`config.mk`:
```
export PLATFORM = sky130hd
export DESIGN_NAME = dmo_dev_flat
export DESIGN_NICKNAME = d
export VERILOG_FILES = /design/src/rtl/dmo_pkg.sv /design/src/rtl/dmo_link_if.sv /design/src/rtl/dmo_dev.sv /design/src/flat_wrapper.sv
export SDC_FILE = /design/constraint.sdc
export NUM_CORES = 1
export LEC_CHECK = 0
export ABC_AREA = 0
export BUFFER_PORTS_ARGS = -buffer_cell sky130_fd_sc_hd__clkbuf_2
export CORE_MARGIN = 1
export CORE_UTILIZATION = 30
export DETAILED_ROUTE_END_ITERATION = 8
export MAX_ROUTING_LAYER = met4
export SETUP_SLACK_MARGIN = 0.05
export SYNTH_ARGS = -nofsm -noshare
export SYNTH_HDL_FRONTEND = slang
export SYNTH_SLANG_ARGS = --single-unit
```
`constraint.sdc`:
```
create_clock -name mclk_i -period 3.6 [get_ports mclk_i]
set_input_delay 0.36 -clock mclk_i [delete_from_list [all_inputs] [get_ports mclk_i]]
set_output_delay 0.36 -clock mclk_i [all_outputs]
set_load 0.05 [all_outputs]
```
`src/rtl/dmo_pkg.sv`:
```
// Constants and types shared by both ends of the DRAM mode-option link.
// Assumes one 40 MHz clock (mclk_i) and a synchronous active-high reset.
`default_nettype none

package dmo_pkg;
  // Clock period in picoseconds (40 MHz)
  localparam int unsigned CLK_PS         = 25000;
  // Clear-timer hold time, least
  localparam int unsigned CLR_HOLD_NS    = 500;
  localparam int unsigned CLR_HOLD_CYC   = (CLR_HOLD_NS * 1000 + CLK_PS - 1) / CLK_PS;
  // Hardware reset hold, in clock edges
  localparam int unsigned HW_RST_EDGES   = 16;
  // Refresh interval span, in microseconds
  localparam int unsigned EXTERNAL_REFRESH_IN_MIN_US    = 13;
  localparam int unsigned EXTERNAL_REFRESH_IN_MAX_US    = 15;
  localparam int unsigned EXTERNAL_REFRESH_IN_MIN_CYC   = EXTERNAL_REFRESH_IN_MIN_US * 1000000 / CLK_PS;
  localparam int unsigned EXTERNAL_REFRESH_IN_STEP_CYC  = (EXTERNAL_REFRESH_IN_MAX_US - EXTERNAL_REFRESH_IN_MIN_US) * 1000000 / CLK_PS / 15;
  // Width of refresh-rate field
  localparam int unsigned RATE_W         = 4;
  // Mode word layout (loaded on mode-load strobe)
  localparam int unsigned MODE_W         = 8;
  localparam int unsigned MB_ROW_DLY     = 0;  // Row-delay select bit
  localparam int unsigned MB_PIPE        = 1;  // Address pipelining mode
  localparam int unsigned MB_RATE        = 2;  // Refresh-rate bits [5:2]
  localparam logic [MODE_W-1:0] MODE_RST = 8'h00;
  // Host command register map
  localparam logic [3:0] A_CTRL  = 4'h0;  // Bit0 start reset, bit1 program
  localparam logic [3:0] A_MODE  = 4'h4;  // Mode word to program
  localparam logic [3:0] A_DRIVE = 4'h8;  // Bit0 access, 1 ext0, 2 ext1, 3 grant, 4 clr
  localparam logic [3:0] A_STAT  = 4'hc;  // Bit0 busy, 1 col strobe, 2 row, 3 we pin
  localparam int unsigned DW     = 8;
  typedef enum logic [1:0] {ROW_IDLE, ROW_WAIT, ROW_ON} dmo_row_t;
endpackage

`default_nettype wire

```
`src/rtl/dmo_link_if.sv`:
```
// Pin-level link between the controller end and the host end.
// Assumes both ends clock on mclk_i.
`default_nettype none

interface dmo_link_if;
  logic                          mode_load_strobe;
  logic                          refresh_disable_in;
  logic                          external_refresh_in;
  logic                          access_request;       // Active high here
  logic [1:0]                    extend_col_strobe_in; // [0] is the first one
  logic                          column_increment_in;  // Active high
  logic                          port_b_grant;
  logic [dmo_pkg::MODE_W-1:0]    mode_addr;            // Mode word on address bus
  logic                          col_strobe;
  logic                          row_strobe;
  logic                          write_enable_pin;
  modport dev  (input mode_load_strobe, refresh_disable_in, external_refresh_in,
                access_request, extend_col_strobe_in, column_increment_in,
                port_b_grant, mode_addr,
                output col_strobe, row_strobe, write_enable_pin);
  modport host (output mode_load_strobe, refresh_disable_in, external_refresh_in,
                access_request, extend_col_strobe_in, column_increment_in,
                port_b_grant, mode_addr,
                input col_strobe, row_strobe, write_enable_pin);
endinterface

`default_nettype wire

```
`src/rtl/dmo_dev.sv`:
```
// Controller end: mode latch, strobe extension, row delay, refresh timer.
// Assumes link inputs are synchronous to mclk_i.
//
// Design decisions made here: the address map and the plain strobed port.
`default_nettype none

module dmo_dev (
  input  wire logic mclk_i,
  input  wire logic srst_i,
  dmo_link_if.dev   lnk,
  output logic      refresh_request_o,   // Internal refresh request pulse
  output logic      in_reset_o           // Hardware reset held
);
  import dmo_pkg::*;

  logic [MODE_W-1:0] mode_q;        // Programmed mode word
  logic [1:0]        ext_neg_q;     // Extend inputs negated during load
  logic [4:0]        hrst_cnt_q;    // Hardware reset edge count
  logic [15:0]       clr_cnt_q;     // Clear-condition duration
  logic [19:0]       rf_cnt_q;      // Refresh interval timer
  logic              col_q, row_q, we_q, refresh_request_out_q, inrst_q, gnt_q;
  dmo_row_t          rst_q;

  wire hw_rst    = lnk.mode_load_strobe & lnk.refresh_disable_in;
  wire clr_cond  = ~lnk.refresh_disable_in & lnk.external_refresh_in;
  wire [19:0] rf_lim = 20'(EXTERNAL_REFRESH_IN_MIN_CYC) +
                       20'(mode_q[MB_RATE +: RATE_W]) * 20'(EXTERNAL_REFRESH_IN_STEP_CYC);
  wire gnt_chg   = lnk.port_b_grant != gnt_q;

  //////////////////////////////////////////////////////////////////////////
  // Mode load and hardware reset
  always_ff @(posedge mclk_i) begin
    if (srst_i) begin
      mode_q     <= MODE_RST;
      ext_neg_q  <= 2'h0;
      hrst_cnt_q <= 5'h00;
      inrst_q    <= 1'b0;
    end else if (hw_rst) begin
      // Reset only takes effect after the full edge count
      if (hrst_cnt_q < 5'(HW_RST_EDGES)) hrst_cnt_q <= hrst_cnt_q + 5'h01;
      else begin
        // Forget extend choices too, so no stale extension survives reset
        mode_q    <= MODE_RST;
        ext_neg_q <= 2'h0;
        inrst_q   <= 1'b1;
      end
    end else begin
      hrst_cnt_q <= 5'h00;
      inrst_q    <= 1'b0;
      if (lnk.mode_load_strobe) begin
        mode_q    <= lnk.mode_addr;
        ext_neg_q <= ~lnk.extend_col_strobe_in;
      end
    end
  end

  //////////////////////////////////////////////////////////////////////////
  // column strobe extension
  always_ff @(posedge mclk_i) begin
    if (srst_i) col_q <= 1'b0;
    else col_q <= lnk.access_request |
                  (|(ext_neg_q & lnk.extend_col_strobe_in) & col_q);
  end

  //////////////////////////////////////////////////////////////////////////
  // row strobe delay after grant change
  always_ff @(posedge mclk_i) begin
    if (srst_i) begin
      rst_q <= ROW_IDLE; row_q <= 1'b0; gnt_q <= 1'b0;
    end else begin
      gnt_q <= lnk.port_b_grant;
      case (rst_q)
        // Strobe lands one clock after the change, or two with the delay bit
        ROW_IDLE: if (gnt_chg) begin
          if (mode_q[MB_ROW_DLY]) rst_q <= ROW_WAIT;
          else begin
            rst_q <= ROW_ON; row_q <= 1'b1;
          end
        end
        ROW_WAIT: begin
          rst_q <= ROW_ON; row_q <= 1'b1;
        end
        ROW_ON: if (!lnk.access_request) begin
          rst_q <= ROW_IDLE; row_q <= 1'b0;
        end
        default: rst_q <= ROW_IDLE;
      endcase
    end
  end

  //////////////////////////////////////////////////////////////////////////
  // refresh timer clear and request generation
  always_ff @(posedge mclk_i) begin
    if (srst_i) begin
      clr_cnt_q <= 16'h0000; rf_cnt_q <= 20'h00000; refresh_request_out_q <= 1'b0;
    end else begin
      clr_cnt_q <= clr_cond ? ((clr_cnt_q < 16'(CLR_HOLD_CYC)) ? clr_cnt_q + 16'h0001
                                                              : clr_cnt_q) : 16'h0000;
      refresh_request_out_q <= 1'b0;
      if (clr_cnt_q >= 16'(CLR_HOLD_CYC) || inrst_q) rf_cnt_q <= 20'h00000;
      else if (rf_cnt_q >= rf_lim) begin
        rf_cnt_q <= 20'h00000; refresh_request_out_q <= ~lnk.refresh_disable_in;
      end else rf_cnt_q <= rf_cnt_q + 20'h00001;
    end
  end

  //////////////////////////////////////////////////////////////////////////
  // write-enable pin carries refresh request
  always_ff @(posedge mclk_i) begin
    if (srst_i) we_q <= 1'b0;
    else we_q <= (ext_neg_q[0] | mode_q[MB_PIPE]) & refresh_request_out_q;
  end

  assign lnk.col_strobe       = col_q;
  assign lnk.row_strobe       = row_q;
  assign lnk.write_enable_pin = we_q;
  assign refresh_request_o    = refresh_request_out_q;
  assign in_reset_o           = inrst_q;
endmodule

`default_nettype wire

```
`src/flat_wrapper.sv`:
```
// flat-port wrapper written by rule: the top's interface ports become plain ports
module dmo_dev_flat import dmo_pkg::*;
  (mclk_i, srst_i, refresh_request_o, in_reset_o, lnk_mode_load_strobe, lnk_refresh_disable_in, lnk_external_refresh_in, lnk_access_request, lnk_extend_col_strobe_in, lnk_column_increment_in, lnk_port_b_grant, lnk_mode_addr, lnk_col_strobe, lnk_row_strobe, lnk_write_enable_pin);
  dmo_link_if lnk_i ();
  input  wire logic mclk_i;
  input  wire logic srst_i;
  output logic refresh_request_o;
  output logic in_reset_o;
  input wire logic [$bits(lnk_i.mode_load_strobe)-1:0] lnk_mode_load_strobe;
  input wire logic [$bits(lnk_i.refresh_disable_in)-1:0] lnk_refresh_disable_in;
  input wire logic [$bits(lnk_i.external_refresh_in)-1:0] lnk_external_refresh_in;
  input wire logic [$bits(lnk_i.access_request)-1:0] lnk_access_request;
  input wire logic [$bits(lnk_i.extend_col_strobe_in)-1:0] lnk_extend_col_strobe_in;
  input wire logic [$bits(lnk_i.column_increment_in)-1:0] lnk_column_increment_in;
  input wire logic [$bits(lnk_i.port_b_grant)-1:0] lnk_port_b_grant;
  input wire logic [$bits(lnk_i.mode_addr)-1:0] lnk_mode_addr;
  output wire logic [$bits(lnk_i.col_strobe)-1:0] lnk_col_strobe;
  output wire logic [$bits(lnk_i.row_strobe)-1:0] lnk_row_strobe;
  output wire logic [$bits(lnk_i.write_enable_pin)-1:0] lnk_write_enable_pin;
  assign lnk_i.mode_load_strobe = lnk_mode_load_strobe;
  assign lnk_i.refresh_disable_in = lnk_refresh_disable_in;
  assign lnk_i.external_refresh_in = lnk_external_refresh_in;
  assign lnk_i.access_request = lnk_access_request;
  assign lnk_i.extend_col_strobe_in = lnk_extend_col_strobe_in;
  assign lnk_i.column_increment_in = lnk_column_increment_in;
  assign lnk_i.port_b_grant = lnk_port_b_grant;
  assign lnk_i.mode_addr = lnk_mode_addr;
  assign lnk_col_strobe = lnk_i.col_strobe;
  assign lnk_row_strobe = lnk_i.row_strobe;
  assign lnk_write_enable_pin = lnk_i.write_enable_pin;
  dmo_dev u_core (.mclk_i(mclk_i), .srst_i(srst_i), .lnk(lnk_i), .refresh_request_o(refresh_request_o), .in_reset_o(in_reset_o));
endmodule
```
==> out/qor.yml <==
run_status:
  status: "completed"
timing:
  fin_hold_ws_ns: 0.269
  worst_slew_pin_slew_ns: 0.590
  finalWorstSetupSlack_ns: 0.527
  min_period_over_period_pct: 85.4
  drv_slew: 0
  fin_worst_skew_ns: 0.00732
  max_freq_mhz: 325
  fin_crit_ns: 3.07
  hold_violations: 0
  rsz0062_at_grt: "no"
  finalSetupTns_ns: 0
  maxSlewHeadroom_pct: 60.4
  setup_viol: 0
power:
  p_leak_nw: 1.06
  ir_drop_v: 0.000240
  pwr-share-clk_pct: 46.6
  p_seq_share_pct: 48.3
  power_switching_mw: 0.284
  pwr-share-comb_pct: 5.1
  swShare_pct: 20.9
  p_per_area_nw_per_um2: 490
  p_int_mw: 1.08
  power_mw: 1.36
flow_run:
  max_cap_violations: 0
grt:
  grt_pass1_vias: 1597
  grt_overflow: 0
  grt_max_degree: 18
  antenna_found_initial: 0
  grt_pass1_wl_um: 6840
  grt_usage_pct: 11.0
drt:
  drc: 0
  routed_via_density: 4.41
  dr.pass1.iters: 4
  drt_wl_total_um: 3960
  vias: 1641
  dr.first_iter.drc_count: 95
  wl_per_cell_um: 10.6
  drtAntennaViolNets: 0
finish:
  final-seq-area_sq_um: 1140
  area_delta_synth_final_pct: 18.9
  n_fill_cell: 736
  multi_input_area_sq_um: 1120
  layout-drive-gt1-share_pct: 16.5
  fin_cells: 372
  nNetsFinal: 303
  design_area_sq_um: 2780
  final_core_util_pct: 37.5
  n_antenna_cell: 0
clock_tree:
  cts_buffer_depth: 2
  ctsHoldBuffers: 0
  clock-sinks: 57
  post_cts_resized: 0
  h-tree-depth: 3
  path_clk_slew_ns: 0.06
  cts_tree: "built"
  insertion_delay_ns: 0.33
  clk_root_buffer_cell: "clkbuf_8"
  cts-buffers-inserted: 9
  cts_setup_buffers: 0
placed_design:
  placedCellCount: 357
  gp_congestion: 0.749
  numPortBuffers: 19
  place_area_sq_um: 2570
  place_ws_ns: 0.520
  dp_hpwl_um: 2850
worst_setup_path:
  path_class: "flop to flop"
  arrival_ns: 3.27
  path_max_fanout: 7
  cp.required_ns: 3.79
  slowest_stage: "fa_1"
  critPathMaxStageDelay_ns: 0.44
  start_kind: "flop"
  end_kind: "flop"
  path_cells: "ha_1 > inv_1 > fa_1 > inv_1 > ha_1 > inv_1 > fa_1 > ha_1 > nand4_1 > nor4_1 > o311a_1 > buf_4 > nor4_1"
die:
  ios: 23
  dieArea_sq_um: 8150
  start_util_pct: 31.5
  die_x_um: 90.3
  core.rowCount: 31
  core_area_sq_um: 7410
  die_h_um: 90.3
synth:
  avgSynthCellArea_sq_um: 9.95
  synth_area_sq_um: 2340
  ys_types: 42
  synthArstFlopShare_pct: 0
  synth-edff-count: 0
  ys.flop_type: "dfxtp_1"
  synth_warnings: 0
  synth_seq_area_share_pct: 48.8
  synth_seq_cells: 57
  postSynthCellCount: 235
worst_hold_path:
  min_path_type: "input pin to flop"
==> logic make-up (layout without fill, tap and decap cells) <==
logic type                 count (synthesis)  count (layout)  synth area share, %
and+or+nand+nor                           91              91                 23.2
DFF                                       57              57                 48.8
AOI/OAI and AO/OA                         29              29                 8.30
buffers and inverters                     26              55                 4.60
adders and majority gates                 16              16                 9.21
xor gates and xnor gates                  13              13                 4.87
muxes                                      2               2                0.857
other                                      1              10                0.160
==> sequential cells by signal, indices dropped and copies added (netlist names) <==
name and cells:
u_core.lnk.col_strobe 1, u_core.refresh_request_o 1, u_core.mode_q 6, u_core.hrst_cnt_q 5, u_core.ext_neg_q 2, u_core.rf_cnt_q 20
u_core.in_reset_o 1, u_core.clr_cnt_q 16, u_core.lnk.write_enable_pin 1, u_core.rst_q 2, u_core.gnt_q 1, u_core.lnk.row_strobe 1
==> layout by cell type (no fill, tap or decap), types with 2 or more instances in the layout <==
| cell type | n |
|---|---|
| a21oi_1 | 7 |
| a22oi_1 | 6 |
| and2_1 | 12 |
| buf_4 | 2 |
| bufinv_16 | 2 |
| clkbuf_1 | 2 |
| clkbuf_2 | 19 |
| clkbuf_8 | 10 |
| conb_1 | 10 |
| dfxtp_1 | 57 |
| fa_1 | 2 |
| ha_1 | 14 |
| inv_1 | 19 |
| mux2i_1 | 2 |
| nand2_1 | 7 |
| nand3_1 | 6 |
| nand4_1 | 3 |
| nor2_1 | 31 |
| nor2b_1 | 3 |
| nor3_1 | 3 |
| nor3b_1 | 2 |
| nor4_1 | 6 |
| nor4_2 | 10 |
| o21ai_0 | 3 |
| o31ai_1 | 3 |
| or4_1 | 2 |
| xnor2_1 | 9 |
| xor2_1 | 4 |
==> power groups by stage <==
stage | Combinational, mW | Sequential [mW] | Clock, mW
finish | 0.0696 | 0.657 | 0.634
global route | 0.0796 | 0.658 | 0.678
CTS | 0.0710 | 0.657 | 0.654
detailed placement | 0.0705 | 0.671 | 0
global placement | 0.0686 | 0.670 | 0
floorplan | 0.0395 | 0.679 | 0
==> synth_stat cells (3+ instances only) <==
| cell type | n | share of area [%] |
|---|---|---|
| nor2b_1 | 3 | 0.80 |
| xnor2_1 | 9 | 3.4 |
| nand3_1 | 6 | 1.3 |
| clkbuf_1 | 4 | 0.64 |
| xor2_1 | 4 | 1.5 |
| nor4_2 | 10 | 5.4 |
| nor4_1 | 6 | 1.6 |
| inv_1 | 19 | 3.1 |
| ha_1 | 14 | 7.5 |
| nor2_1 | 31 | 5.0 |
| nand2_1 | 7 | 1.1 |
| a22oi_1 | 6 | 1.9 |
| o31ai_1 | 3 | 0.96 |
| nand4_1 | 3 | 0.80 |
| and2_1 | 12 | 3.2 |
| o21ai_0 | 3 | 0.64 |
| nor3_1 | 3 | 0.64 |
| a21oi_1 | 7 | 1.5 |
| dfxtp_1 | 57 | 49 |
==> worst max-delay path, delay by kind of cell (launching register included) <==
kind                       cells  cell delay (ns)
buffers and inverters          4             0.40
DFF                            1             0.36
and+or+nand+nor                3             0.41
adders and majority gates      5             1.38
AOI/OAI and AO/OA              1             0.40
==> cell type report <==
cell class	instances	area share [%]
clock inverter	3	2.34
inverter	19	2.57
timing repair buffer	21	3.96
clock buffer	12	5.22
multi-input combinational	161	40.4
tap	99	4.46
sequential	57	41.1
==> worst paths after layout <==
check                                                       start                                 to  slack, ns  depth (start not counted)
worst min-delay path                             lnk_mode_addr[4]      u_core.mode_q[4]$_SDFFE_PP0P_       0.27                          3
worst max-delay path                u_core.mode_q[2]$_SDFFE_PP0P_      u_core.rf_cnt_q[2]$_SDFF_PP0_       0.53                         13
worst min register to register  u_core.clr_cnt_q[12]$_SDFFE_PP0N_  u_core.clr_cnt_q[12]$_SDFFE_PP0N_       0.46                          1
worst max register to register      u_core.mode_q[2]$_SDFFE_PP0P_      u_core.rf_cnt_q[2]$_SDFF_PP0_       0.53                         13
==> layer usage <==
layer | up-vias | track usage (%) | routed length [um]
li1 | 870 | - | -
met1 | 748 | 12.8 | 1950
met2 | 16 | 16.3 | 1800
met3 | 7 | 5.05 | 131
met4 | 0 | 4.84 | 72
met5 | - | - | 0
No activity file was read; power rests on OpenSTA's default activity.
